`src/rtl/sdcr_pkg.sv`:
```
package sdcr_pkg;

  // ----------------------------------------------------------------
  // Timing
  // ----------------------------------------------------------------
  localparam int CLK_HZ       = 40_000_000;
  localparam int BAUD_HZ      = 9600;
  localparam int DEF_BAUD_DIV = CLK_HZ / BAUD_HZ;

  // ----------------------------------------------------------------
  // Character codes
  // ----------------------------------------------------------------
  localparam logic [7:0] CH_CR    = 8'h0d;
  localparam logic [7:0] CH_CLEAR = 8'h03;
  localparam logic [7:0] CH_GRAPH = 8'h07;
  localparam logic [7:0] CH_TRIG  = 8'h14;
  localparam logic [7:0] CH_VAR   = 8'h16;
  localparam logic [7:0] CH_LAMP  = 8'h0c;
  localparam logic [7:0] CH_BSL   = 8'h5c;
  localparam logic [7:0] CH_SPACE = 8'h20;
  localparam logic [7:0] CH_QUOTE = 8'h22;
  localparam logic [7:0] CH_MINUS = 8'h2d;
  localparam logic [7:0] CH_ZERO  = 8'h30;
  localparam logic [7:0] CH_NINE  = 8'h39;
  localparam logic [7:0] CH_DOT   = 8'h2e;
  localparam logic [7:0] CH_COLON = 8'h3a;
  localparam logic [7:0] CH_SLASH = 8'h2f;

  // ----------------------------------------------------------------
  // Field limits
  // ----------------------------------------------------------------
  localparam logic [7:0]  NODE_ALL    = 8'h7f;
  localparam logic [7:0]  NODE_FORBID = 8'h0d;
  localparam logic [7:0]  LINE_MAX    = 8'h04;
  localparam logic [7:0]  LINE_ALL    = 8'h32;
  localparam logic [7:0]  SYM_MAX     = 8'h20;
  localparam logic [16:0] MSG_MAX     = 17'h0270f;
  localparam logic [16:0] VAL_POS_MAX = 17'h0ffff;
  localparam logic [16:0] VAL_NEG_MAX = 17'h08000;
  localparam logic [16:0] SLOT_MAX    = 17'h0000a;
  localparam logic [16:0] LAMP_MAX    = 17'h00010;

  // ----------------------------------------------------------------
  // Registers
  // ----------------------------------------------------------------
  localparam logic [7:0] REG_CTRL = 8'h00;
  localparam logic [7:0] REG_LAMP = 8'h04;
  localparam logic [7:0] REG_TRIG = 8'h08;
  localparam logic [7:0] REG_VAR  = 8'h0c;
  localparam int         CTRL_MODE_LSB = 0;
  localparam int         CTRL_NODE_LSB = 8;
  localparam logic [6:0] NODE_RST      = 7'h01;

  typedef enum logic [1:0] {
    MODE_SLAVE = 2'b00,
    MODE_INPUT = 2'b01,
    MODE_TRIG  = 2'b10
  } sdcr_mode_e;

  typedef struct packed {
    logic       vld;
    logic [7:0] data;
  } sdcr_byte_s;

  typedef struct packed {
    logic       load;
    logic       clr_line;
    logic       clr_all;
    logic       vars_only;
    logic [2:0] line;
    logic [6:0] len;
  } sdcr_slv_evt_s;

  typedef struct packed {
    logic        trig;
    logic        var_wr;
    logic [13:0] msg;
    logic [3:0]  slot;
    logic        is_text;
    logic [16:0] val;
  } sdcr_cmd_evt_s;

endpackage : sdcr_pkg

```
`src/rtl/sdcr_uart_rx.sv`:
```
`timescale 1ns/1ps
`default_nettype none
module sdcr_uart_rx
  import sdcr_pkg::*;
#(
  parameter int DIV = DEF_BAUD_DIV
)(
  input  wire logic   mclk_i,
  input  wire logic   rst_i,
  input  wire logic   rxd_i,
  output sdcr_byte_s  byte_o
);

  localparam int CW = $clog2(DIV + 1);

  typedef enum logic [1:0] {
    RX_IDLE  = 2'b00,
    RX_START = 2'b01,
    RX_DATA  = 2'b10,
    RX_STOP  = 2'b11
  } sdcr_rx_e;

  typedef struct packed {
    logic [2:0]    sync;
    logic          level;
    sdcr_rx_e      st;
    logic [CW-1:0] cnt;
    logic [2:0]    bitn;
    logic [7:0]    sh;
    sdcr_byte_s    out;
  } sdcr_rx_s;

  sdcr_rx_s s_ff;
  sdcr_rx_s nxt_s;

  // ----------------------------------------------------------------
  // Sampling and framing
  // ----------------------------------------------------------------
  always_comb
  begin
    nxt_s         = s_ff;
    nxt_s.out.vld = 1'b0;
    nxt_s.sync    = {s_ff.sync[1:0], rxd_i};
    if (s_ff.sync[1] == s_ff.sync[2])
    begin
      nxt_s.level = s_ff.sync[2];
    end
    if (s_ff.st == RX_IDLE)
    begin
      if (!s_ff.level)
      begin
        nxt_s.st  = RX_START;
        nxt_s.cnt = CW'(DIV / 2);
      end
    end
    else if (s_ff.cnt != '0)
    begin
      nxt_s.cnt = s_ff.cnt - CW'(1);
    end
    else
    begin
      nxt_s.cnt = CW'(DIV - 1);
      case (s_ff.st)
        RX_START:
        begin
          nxt_s.st   = s_ff.level ? RX_IDLE : RX_DATA;
          nxt_s.bitn = 3'h0;
        end
        RX_DATA:
        begin
          nxt_s.sh   = {s_ff.level, s_ff.sh[7:1]};
          nxt_s.bitn = s_ff.bitn + 3'h1;
          if (s_ff.bitn == 3'h7)
          begin
            nxt_s.st = RX_STOP;
          end
        end
        RX_STOP:
        begin
          // Framing error drops the byte
          nxt_s.out.vld  = s_ff.level;
          nxt_s.out.data = s_ff.sh;
          nxt_s.st       = RX_IDLE;
        end
        default:
        begin
          nxt_s.st = RX_IDLE;
        end
      endcase
    end
  end

  always_ff @(posedge mclk_i or posedge rst_i)
  begin
    if (rst_i)
    begin
      s_ff       <= '0;
      s_ff.sync  <= 3'h7;
      s_ff.level <= 1'b1;
    end
    else
    begin
      s_ff <= nxt_s;
    end
  end

  assign byte_o = s_ff.out;

endmodule : sdcr_uart_rx
`default_nettype wire

```
`src/rtl/sdcr_top.sv`:
```
// Function
// - Packet node 1 to 127, never 13
// - Own node 127 accepts every packet
// - Packet node 127 is broadcast
// - Line 50 with clear blanks all
// - Carriage return ends each packet
// - Entry variables in packets not processed
// - Repeated message refreshes only variables
// - Port mode selects which traffic parsed
// - Trigger command shows addressed message
// - Command node 1-126 single, 127 all
// - Variable write: value, slot, node, CR
// - Numeric values -32768 to +65535
// - Slot 1 to 10, active message
// - Quoted value stored as text
// - Lamp level 0 off, 1 on
// - Leading clear byte blanks named line
// - Byte after introducer is symbol 1-32
// - New message replaces line at once
//
// Added by the designer: the address-and-strobe port and the register addresses.
`timescale 1ns/1ps
`default_nettype none
module sdcr_top
  import sdcr_pkg::*;
#(
  parameter int BAUD_DIV = DEF_BAUD_DIV,
  parameter int TXT_LEN  = 16,
  parameter int PKT_LEN  = 100
)(
  input  wire logic                 mclk_i,
  input  wire logic                 rst_i,
  input  wire logic                 rxd_i,
  input  wire logic [7:0]           reg_addr_i,
  input  wire logic [31:0]          reg_wdata_i,
  input  wire logic                 reg_wr_i,
  input  wire logic                 reg_rd_i,
  output logic      [31:0]          reg_rdata_o,
  input  wire logic [6:0]           disp_raddr_i,
  output logic      [7:0]           disp_rdata_o,
  output sdcr_slv_evt_s             slv_evt_o,
  output sdcr_cmd_evt_s             cmd_evt_o,
  output logic      [TXT_LEN*8-1:0] var_text_o,
  output logic      [15:0]          lamp_o
);

  localparam int BUF_LEN = PKT_LEN + 4;
  localparam int PW      = $clog2(BUF_LEN + 1);
  localparam int TW      = $clog2(TXT_LEN + 1);

  typedef enum logic {
    PS_IDLE = 1'b0,
    PS_BODY = 1'b1
  } sdcr_ps_e;

  typedef struct packed {
    sdcr_mode_e                  mode;
    logic [6:0]                  node;
    logic [31:0]                 rdata;
    logic [PW-1:0]               s_cnt;
    logic [7:0]                  s_first;
    logic [7:0]                  s_h1;
    logic [7:0]                  s_h2;
    logic                        s_gfx;
    logic                        s_bad;
    logic [15:0]                 s_sig;
    logic [3:0][15:0]            line_sig;
    logic [3:0]                  line_sig_vld;
    sdcr_slv_evt_s               sevt;
    sdcr_ps_e                    ps;
    logic [7:0]                  cmd;
    logic [1:0]                  nf;
    logic [16:0]                 f0;
    logic                        f0_neg;
    logic                        f0_txt;
    logic [16:0]                 f1;
    logic [16:0]                 cur;
    logic                        cur_dig;
    logic                        cur_neg;
    logic                        cur_txt;
    logic                        q_pend;
    logic                        p_bad;
    logic [TXT_LEN-1:0][7:0]     txt;
    logic [TW-1:0]               tlen;
    sdcr_cmd_evt_s               cevt;
    logic [TXT_LEN-1:0][7:0]     txt_out;
    logic [15:0]                 lamp;
  } sdcr_st_s;

  sdcr_st_s      s_ff;
  sdcr_st_s      nxt_s;
  sdcr_byte_s    rx_byte;
  logic [7:0]    pkt_mem [BUF_LEN];
  logic          mem_we;
  logic [PW-1:0] mem_wa;
  logic [7:0]    disp_rdata_ff;

  function automatic logic is_digit(input logic [7:0] b);
    return (b >= CH_ZERO) && (b <= CH_NINE);
  endfunction : is_digit

  // Characters that belong to a displayed variable, not fixed text
  function automatic logic is_var_char(input logic [7:0] b);
    return is_digit(b) || (b == CH_MINUS) || (b == CH_DOT) || (b == CH_COLON)
           || (b == CH_SLASH) || (b == CH_SPACE);
  endfunction : is_var_char

  function automatic logic cmd_node_ok(input logic [16:0] v, input logic [6:0] own);
    return (v != '0) && (v <= 17'(NODE_ALL)) && ((v == 17'(NODE_ALL)) || (v[6:0] == own));
  endfunction : cmd_node_ok

  sdcr_uart_rx #(
    .DIV (BAUD_DIV)
  ) u_rx (
    .mclk_i (mclk_i),
    .rst_i  (rst_i),
    .rxd_i  (rxd_i),
    .byte_o (rx_byte)
  );

  // ----------------------------------------------------------------
  // Next state
  // ----------------------------------------------------------------
  always_comb
  begin
    logic [7:0]  b;
    logic [20:0] acc;
    logic        hit;
    logic        ctl3;
    logic [1:0]  li;
    logic        close;
    logic        ok;
    b      = rx_byte.data;
    acc    = '0;
    hit    = 1'b0;
    ctl3   = 1'b0;
    li     = 2'h0;
    close  = 1'b0;
    ok     = 1'b0;
    mem_we = 1'b0;
    mem_wa = s_ff.s_cnt;
    nxt_s  = s_ff;
    nxt_s.sevt.load      = 1'b0;
    nxt_s.sevt.clr_line  = 1'b0;
    nxt_s.sevt.clr_all   = 1'b0;
    nxt_s.cevt.trig      = 1'b0;
    nxt_s.cevt.var_wr    = 1'b0;
    nxt_s.rdata          = '0;

    // Register port
    if (reg_wr_i && (reg_addr_i == REG_CTRL))
    begin
      nxt_s.mode = sdcr_mode_e'(reg_wdata_i[CTRL_MODE_LSB +: 2]);
      nxt_s.node = reg_wdata_i[CTRL_NODE_LSB +: 7];
    end
    if (reg_rd_i)
    begin
      case (reg_addr_i)
        REG_CTRL: nxt_s.rdata = {17'h0, s_ff.node, 6'h0, s_ff.mode};
        REG_LAMP: nxt_s.rdata = {16'h0, s_ff.lamp};
        REG_TRIG: nxt_s.rdata = {18'h0, s_ff.cevt.msg};
        REG_VAR:  nxt_s.rdata = {10'h0, s_ff.cevt.slot, s_ff.cevt.is_text, s_ff.cevt.val};
        default:  nxt_s.rdata = '0;
      endcase
    end

    // slave traffic only in slave mode
    if (rx_byte.vld && (s_ff.mode == MODE_SLAVE))
    begin
      if (b == CH_CR)
      begin
        ctl3 = (s_ff.s_cnt >= PW'(3)) && (s_ff.s_first == CH_CLEAR);
        hit  = (s_ff.s_cnt >= PW'(2)) && !s_ff.s_bad && !s_ff.s_gfx && (s_ff.s_h2 != 8'h00)
               && !s_ff.s_h2[7] && (s_ff.s_h2 != NODE_FORBID)
               && ((s_ff.node == NODE_ALL[6:0]) || (s_ff.s_h2 == NODE_ALL)
                   || (s_ff.s_h2[6:0] == s_ff.node));
        li   = 2'(s_ff.s_h1 - 8'h01);
        if (hit && ctl3 && (s_ff.s_h1 == LINE_ALL))
        begin
          nxt_s.sevt.clr_all   = 1'b1;
          nxt_s.line_sig_vld   = 4'h0;
        end
        else if (hit && (s_ff.s_h1 != 8'h00) && (s_ff.s_h1 <= LINE_MAX))
        begin
          nxt_s.sevt.line = 3'(s_ff.s_h1);
          if (ctl3)
          begin
            nxt_s.sevt.clr_line      = 1'b1;
            nxt_s.line_sig_vld[li]   = 1'b0;
          end
          else
          begin
            nxt_s.sevt.load      = 1'b1;
            nxt_s.sevt.len       = 7'(s_ff.s_cnt - PW'(2));
            nxt_s.sevt.vars_only = s_ff.line_sig_vld[li] && (s_ff.line_sig[li] == s_ff.s_sig);
            nxt_s.line_sig[li]     = s_ff.s_sig;
            nxt_s.line_sig_vld[li] = 1'b1;
          end
        end
        nxt_s.s_cnt = '0;
        nxt_s.s_bad = 1'b0;
        nxt_s.s_gfx = 1'b0;
        nxt_s.s_sig = '0;
        nxt_s.s_h1  = '0;
        nxt_s.s_h2  = '0;
      end
      else
      begin
        // payload is stored, never parsed for entry fields
        if (s_ff.s_cnt < PW'(BUF_LEN))
        begin
          mem_we      = 1'b1;
          nxt_s.s_cnt = s_ff.s_cnt + PW'(1);
        end
        else
        begin
          nxt_s.s_bad = 1'b1;
        end
        if (s_ff.s_cnt == '0)
        begin
          nxt_s.s_first = b;
        end
        if (s_ff.s_gfx)
        begin
          nxt_s.s_gfx = 1'b0;
          if ((b == 8'h00) || (b > SYM_MAX))
          begin
            nxt_s.s_bad = 1'b1;
          end
        end
        else if (b == CH_GRAPH)
        begin
          nxt_s.s_gfx = 1'b1;
        end
        if ((s_ff.s_cnt >= PW'(2)) && !is_var_char(s_ff.s_h2))
        begin
          nxt_s.s_sig = {s_ff.s_sig[14:0], s_ff.s_sig[15]} ^ {8'h00, s_ff.s_h2};
        end
        nxt_s.s_h2 = s_ff.s_h1;
        nxt_s.s_h1 = b;
      end
    end

    if (rx_byte.vld && (s_ff.mode == MODE_TRIG))
    begin
      if ((b == CH_TRIG) || (b == CH_VAR) || (b == CH_LAMP))
      begin
        nxt_s.ps      = PS_BODY;
        nxt_s.cmd     = b;
        nxt_s.nf      = 2'h0;
        nxt_s.cur     = '0;
        nxt_s.cur_dig = 1'b0;
        nxt_s.cur_neg = 1'b0;
        nxt_s.cur_txt = 1'b0;
        nxt_s.q_pend  = 1'b0;
        nxt_s.p_bad   = 1'b0;
        nxt_s.tlen    = '0;
      end
      else
      begin
        case (s_ff.ps)
          PS_IDLE:
          begin
            nxt_s.ps = PS_IDLE;
          end
          PS_BODY:
          begin
            if (b == CH_CR)
            begin
              nxt_s.ps = PS_IDLE;
              // last field must be a plain number
              ok = !s_ff.p_bad && s_ff.cur_dig && !s_ff.cur_txt && !s_ff.cur_neg;
              if (ok && (s_ff.cmd == CH_TRIG) && (s_ff.nf == 2'h1) && cmd_node_ok(s_ff.cur, s_ff.node)
                  && !s_ff.f0_neg && !s_ff.f0_txt && (s_ff.f0 != '0) && (s_ff.f0 <= MSG_MAX))
              begin
                nxt_s.cevt.trig = 1'b1;
                nxt_s.cevt.msg  = s_ff.f0[13:0];
              end
              if (ok && (s_ff.cmd == CH_VAR) && (s_ff.nf == 2'h2) && cmd_node_ok(s_ff.cur, s_ff.node)
                  && (s_ff.f1 != '0) && (s_ff.f1 <= SLOT_MAX)
                  && (s_ff.f0_txt || !s_ff.f0_neg || (s_ff.f0 <= VAL_NEG_MAX)))
              begin
                nxt_s.cevt.var_wr  = 1'b1;
                nxt_s.cevt.slot    = s_ff.f1[3:0];
                nxt_s.cevt.is_text = s_ff.f0_txt;
                nxt_s.cevt.val     = s_ff.f0_neg ? (17'h0 - s_ff.f0) : s_ff.f0;
                nxt_s.txt_out      = s_ff.txt;
              end
              if (ok && (s_ff.cmd == CH_LAMP) && (s_ff.nf == 2'h2) && cmd_node_ok(s_ff.cur, s_ff.node)
                  && !s_ff.f0_txt && !s_ff.f0_neg && (s_ff.f0 != '0) && (s_ff.f0 <= LAMP_MAX)
                  && (s_ff.f1 <= 17'h00001))
              begin
                nxt_s.lamp[4'(s_ff.f0 - 17'h1)] = s_ff.f1[0];
              end
            end
            else if (s_ff.cur_txt)
            begin
              // quoted text, last quote before separator dropped
              if ((b == CH_BSL) && s_ff.q_pend)
              begin
                nxt_s.tlen = s_ff.tlen - TW'(1);
                close      = 1'b1;
              end
              else if (s_ff.tlen < TW'(TXT_LEN))
              begin
                nxt_s.txt[s_ff.tlen[TW-1:0]] = b;
                nxt_s.tlen                   = s_ff.tlen + TW'(1);
                nxt_s.q_pend                 = (b == CH_QUOTE);
              end
              else
              begin
                nxt_s.p_bad = 1'b1;
              end
            end
            else if (b == CH_BSL)
            begin
              close = 1'b1;
            end
            else if (b == CH_SPACE)
            begin
              nxt_s.ps = PS_BODY;
            end
            else if ((b == CH_QUOTE) && (s_ff.cmd == CH_VAR) && (s_ff.nf == 2'h0)
                     && !s_ff.cur_dig && !s_ff.cur_neg)
            begin
              nxt_s.cur_txt = 1'b1;
            end
            else if ((b == CH_MINUS) && (s_ff.cmd == CH_VAR) && (s_ff.nf == 2'h0)
                     && !s_ff.cur_dig && !s_ff.cur_neg)
            begin
              nxt_s.cur_neg = 1'b1;
            end
            else if (is_digit(b))
            begin
              acc           = 21'(s_ff.cur) * 21'd10 + 21'(b - CH_ZERO);
              nxt_s.cur     = acc[16:0];
              nxt_s.cur_dig = 1'b1;
              if (acc > 21'(VAL_POS_MAX))
              begin
                nxt_s.p_bad = 1'b1;
              end
            end
            else
            begin
              nxt_s.p_bad = 1'b1;
            end
            if (close)
            begin
              if (!s_ff.cur_txt && !s_ff.cur_dig)
              begin
                nxt_s.p_bad = 1'b1;
              end
              if (s_ff.nf == 2'h0)
              begin
                nxt_s.f0     = s_ff.cur;
                nxt_s.f0_neg = s_ff.cur_neg;
                nxt_s.f0_txt = s_ff.cur_txt;
              end
              else if (s_ff.nf == 2'h1)
              begin
                nxt_s.f1 = s_ff.cur;
              end
              else
              begin
                nxt_s.p_bad = 1'b1;
              end
              nxt_s.nf      = (s_ff.nf == 2'h3) ? 2'h3 : s_ff.nf + 2'h1;
              nxt_s.cur     = '0;
              nxt_s.cur_dig = 1'b0;
              nxt_s.cur_neg = 1'b0;
              nxt_s.cur_txt = 1'b0;
              nxt_s.q_pend  = 1'b0;
            end
          end
          default:
          begin
            nxt_s.ps = PS_IDLE;
          end
        endcase
      end
    end
  end

  // ----------------------------------------------------------------
  // State and packet buffer
  // ----------------------------------------------------------------
  always_ff @(posedge mclk_i or posedge rst_i)
  begin
    if (rst_i)
    begin
      s_ff      <= '0;
      s_ff.mode <= MODE_SLAVE;
      s_ff.node <= NODE_RST;
    end
    else
    begin
      s_ff <= nxt_s;
    end
  end

  always_ff @(posedge mclk_i)
  begin
    if (mem_we)
    begin
      pkt_mem[mem_wa] <= rx_byte.data;
    end
  end

  always_ff @(posedge mclk_i or posedge rst_i)
  begin
    if (rst_i)
    begin
      disp_rdata_ff <= '0;
    end
    else if (PW'(disp_raddr_i) < PW'(BUF_LEN))
    begin
      disp_rdata_ff <= pkt_mem[PW'(disp_raddr_i)];
    end
    else
    begin
      disp_rdata_ff <= '0;
    end
  end

  assign reg_rdata_o  = s_ff.rdata;
  assign disp_rdata_o = disp_rdata_ff;
  assign slv_evt_o    = s_ff.sevt;
  assign cmd_evt_o    = s_ff.cevt;
  assign var_text_o   = s_ff.txt_out;
  assign lamp_o       = s_ff.lamp;

endmodule : sdcr_top
`default_nettype wire

```
`config.mk`:
```
export PLATFORM = sky130hd
export DESIGN_NAME = sdcr_top
export DESIGN_NICKNAME = d
export VERILOG_FILES = /design/src/rtl/sdcr_pkg.sv /design/src/rtl/sdcr_uart_rx.sv /design/src/rtl/sdcr_top.sv
export SDC_FILE = /design/constraint.sdc
export NUM_CORES = 2
export LEC_CHECK = 0
export BUFFER_PORTS_ARGS = -buffer_cell sky130_fd_sc_hd__buf_2
export CAP_MARGIN = 20
export CORE_MARGIN = 2
export CORE_UTILIZATION = 48
export DETAILED_ROUTE_END_ITERATION = 16
export PLACE_DENSITY_LB_ADDON = 0.08
export SKIP_CTS_REPAIR_TIMING = 1
export SLEW_MARGIN = 10
export SYNTH_ARGS = -nofsm -noshare
export SYNTH_HDL_FRONTEND = slang
export SYNTH_SLANG_ARGS = --single-unit
```
`constraint.sdc`:
```
create_clock -name mclk_i -period 21.9 [get_ports mclk_i]
set_input_delay 2.19 -clock mclk_i [delete_from_list [all_inputs] [get_ports mclk_i]]
set_output_delay 2.19 -clock mclk_i [all_outputs]
set_load 0.02 [all_outputs]
```
==> flow_summary.yaml <==
run_status:
  status: "completed"
detailed_routing:
  drt_iter0_markers: 2156
  wl_mm: 138
  routed_via_density: 5.72
  drc: 0
  wire_per_inst_microns: 24.8
  num_vias: 31833
  dr.pass1.iters: 7
  drtAntennaViolNets: 0
sta:
  fin_setup_tns_ns: 0
  slew_viol_final: 0
  relSlewSlack_pct: 29.2
  fin_skew_ns: 0.0253
  hold_viol_final: 0
  rsz0062_at_grt: "false"
  hold_slack_ns: 0.363
  fin_crit_sh_pct: 25.6
  worst_slew_pin_slew_ns: 1.06
  finalSetupViolations: 0
  clock.fmax_mhz: 178
  period_minus_slack_ns: 5.60
logic_synthesis:
  syn_inst: 3742
  ys_warn_count: 0
  ys.flop_type: "edfxtp_1"
  synth.cell_area_sq_um: 60800
  synth-async-reset-ratio_pct: 41.6
  ys_ff_latch: 1425
  syn_area_per_cell_sq_um: 16.2
  synth_cell_types: 82
  synth_edf_count: 832
  ys_seq_area_share_pct: 65.5
setup_path:
  required_ns: 22.51
  crit_fanout: 45
  cp-end-kind: "flip-flop"
  crit_type: "input port to flip-flop"
  start_kind: "input port"
  critPathArrivalTime_ns: 6.21
final_layout:
  final_nets: 3927
  area_delta_synth_final_pct: 10.7
  drive_above_1_share_pct: 32.9
  mostFrequentLayoutCell: "edfxtp_1"
  finalCoreUtilization_pct: 53.6
  final_cell_mix: "edfxtp_1 (832), dfrtp_1 (580), mux2_2 (451)"
die:
  ios: 288
  rows: 130
  initial_core_util_pct: 48.4
  fp.coreArea_sq_um: 126000
  die_h_microns: 360
  die_area_sq_um: 129000
  die_x_microns: 360
grt:
  grt.total_usage_pct: 21.4
  overflow: 0
  grt_max_degree: 168
  grt_pass1_vias: 33528
  grt_pass1_wl_mm: 210
  antenna_found_initial: 1
place:
  gp_congestion: 0.823
  hpwlAfterDp_mm: 86.3
  numPortBuffers: 254
clock_tree:
  root_buffer: "clkbuf_16"
  cts_tree: "yes"
  cts.clk_slew.worst_paths_ns: 0.06
  cts_buffers: 152
  clkSinkCount: 1425
  clockBufferDepth: 3
  htree_levels: 4
  clkLatencyLatePin_ns: 0.78
power_and_ir_drop:
  max-vdd-ir-drop_uv: 78.7
  power.leakage_nw: 24.8
  power_density_nw_per_um2: 81.8
job:
  drv_cap: 0
hold_path:
  min_path_type: "flip-flop to flip-flop"
## layer usage
metal | track usage, % | vias up | share of wire (%)
met5 | 0 | - | 0
met1 | 29.1 | 16755 | 43
met2 | 34.6 | 827 | 49
met3 | 5.14 | 195 | 6.4
li1 | - | 14056 | -
met4 | 5.84 | 0 | 2.0
## kinds of logic (layout without fill, tap and decap cells)
kind of cell	Yosys count	in the layout	synth area share (%)
DFF	1425	1425	65.5
muxes	751	751	18.9
and+or+nand+nor	626	626	4.88
buffers and inverters	452	617	4.26
AOI/OAI and AO/OA	305	305	3.27
xor gates and xnor gates	95	95	1.37
adders and majority gates	87	87	1.82
other	1	12	0.00617
## registers in the layout, summed over array words and instances, names as in the netlist
signal and cells:
mem_wa 7, var_text_o 128, pkt_mem 832, slv_evt_o 14, s_ff 321, u_rx.nxt_s 2, u_rx.byte_o 9, reg_rdata_o 22
disp_rdata_o 8, u_rx.s_ff 28, lamp_o 16, cmd_evt_o 38
## cell usage after synthesis (5+ instances only)
master / number / area (sq um)
nand4b_1: 5 / 43.8
o41ai_1: 5 / 43.8
buf_1: 34 / 128
mux2i_1: 27 / 270
edfxtp_1: 832 / 25000
a21o_1: 12 / 90.1
xor2_1: 36 / 315
nand3_1: 34 / 170
and3_1: 12 / 75.1
clkbuf_1: 124 / 465
and2_1: 8 / 50.1
a31oi_1: 13 / 81.3
inv_1: 39 / 146
o21a_1: 8 / 60.1
buf_2: 24 / 120
a221oi_1: 11 / 96.3
or2_2: 6 / 37.5
a211oi_1: 5 / 37.5
or3_1: 13 / 81.3
ha_1: 83 / 1040
buf_4: 229 / 1720
nor2_2: 6 / 37.5
nor2b_1: 19 / 119
a21oi_1: 65 / 325
dfrtp_1: 588 / 14700
mux4_2: 270 / 6080
nor2_1: 202 / 758
nor3_1: 32 / 160
o21ai_0: 94 / 470
nand2b_1: 13 / 81.3
o31ai_1: 22 / 165
a22oi_1: 10 / 75.1
nor4_1: 16 / 100
nand2_1: 198 / 743
nor4b_1: 5 / 43.8
dfstp_2: 5 / 131
or4_1: 10 / 75.1
mux2_2: 451 / 5080
o22ai_1: 6 / 37.5
nor3b_1: 6 / 45.0
xnor2_1: 59 / 517
a22o_1: 20 / 175
nand4_1: 15 / 93.8
## where the power goes
part,internal (W),switching [W],total [W],leakage [nW]
logic,0.0000292,0.0000640,0.0000932,8.47
clock network,0.00152,0.00106,0.00258,2.46
registers,0.00282,0.00000460,0.00283,13.9
## through the flow
step | power (W) | std cells | worst slack [ns] | cell area, sq um
global route | 0.00568 | 5566 | 15.98 | 67300
CTS | 0.00557 | 5561 | 16.21 | 67200
detailed placement | 0.00298 | 5280 | 15.39 | 62100
global placement | 0.00298 | 5280 | 15.44 | 62100
floorplan | 0.00295 | 3751 | 3.12 | 60800
finish | 0.00550 | 5568 | 16.30 | 67300
## final cells by class
cell class,count,area [sq um]
clock inverters,76,853
multi-input cells,1874,18400
inverters,39,154
well taps,1650,2060
clock buffers,205,4210
flip-flops and latches,1425,39900
fillers,10049,58300
repair buffers,297,1710
diodes,2,5.00
## critical path: stages
cell and delay, ns:
buf_8 0.37, buf_4 0.74, buf_4 0.81, mux4_2 0.63
mux4_2 0.57, mux4_2 0.56, nand2_1 0.09, o21ai_0 0.10
## final timing paths
check	depth (start not counted)	to	slack, ns	from
worst max-delay path	8	disp_rdata_o[1]	16.30	disp_raddr_i[0]
worst min-delay path	0	u_rx.nxt_s[38]	0.36	u_rx.nxt_s[37]
worst max register to register	18	s_ff[315]	16.93	s_ff[321]
worst min register to register	0	u_rx.nxt_s[38]	0.36	u_rx.nxt_s[37]
max in group asynchronous	6	u_rx.nxt_s[37]	17.29	rst_i
min in group asynchronous	2	var_text_o[10]	1.61	rst_i
(Power assumes the default switching activity.)
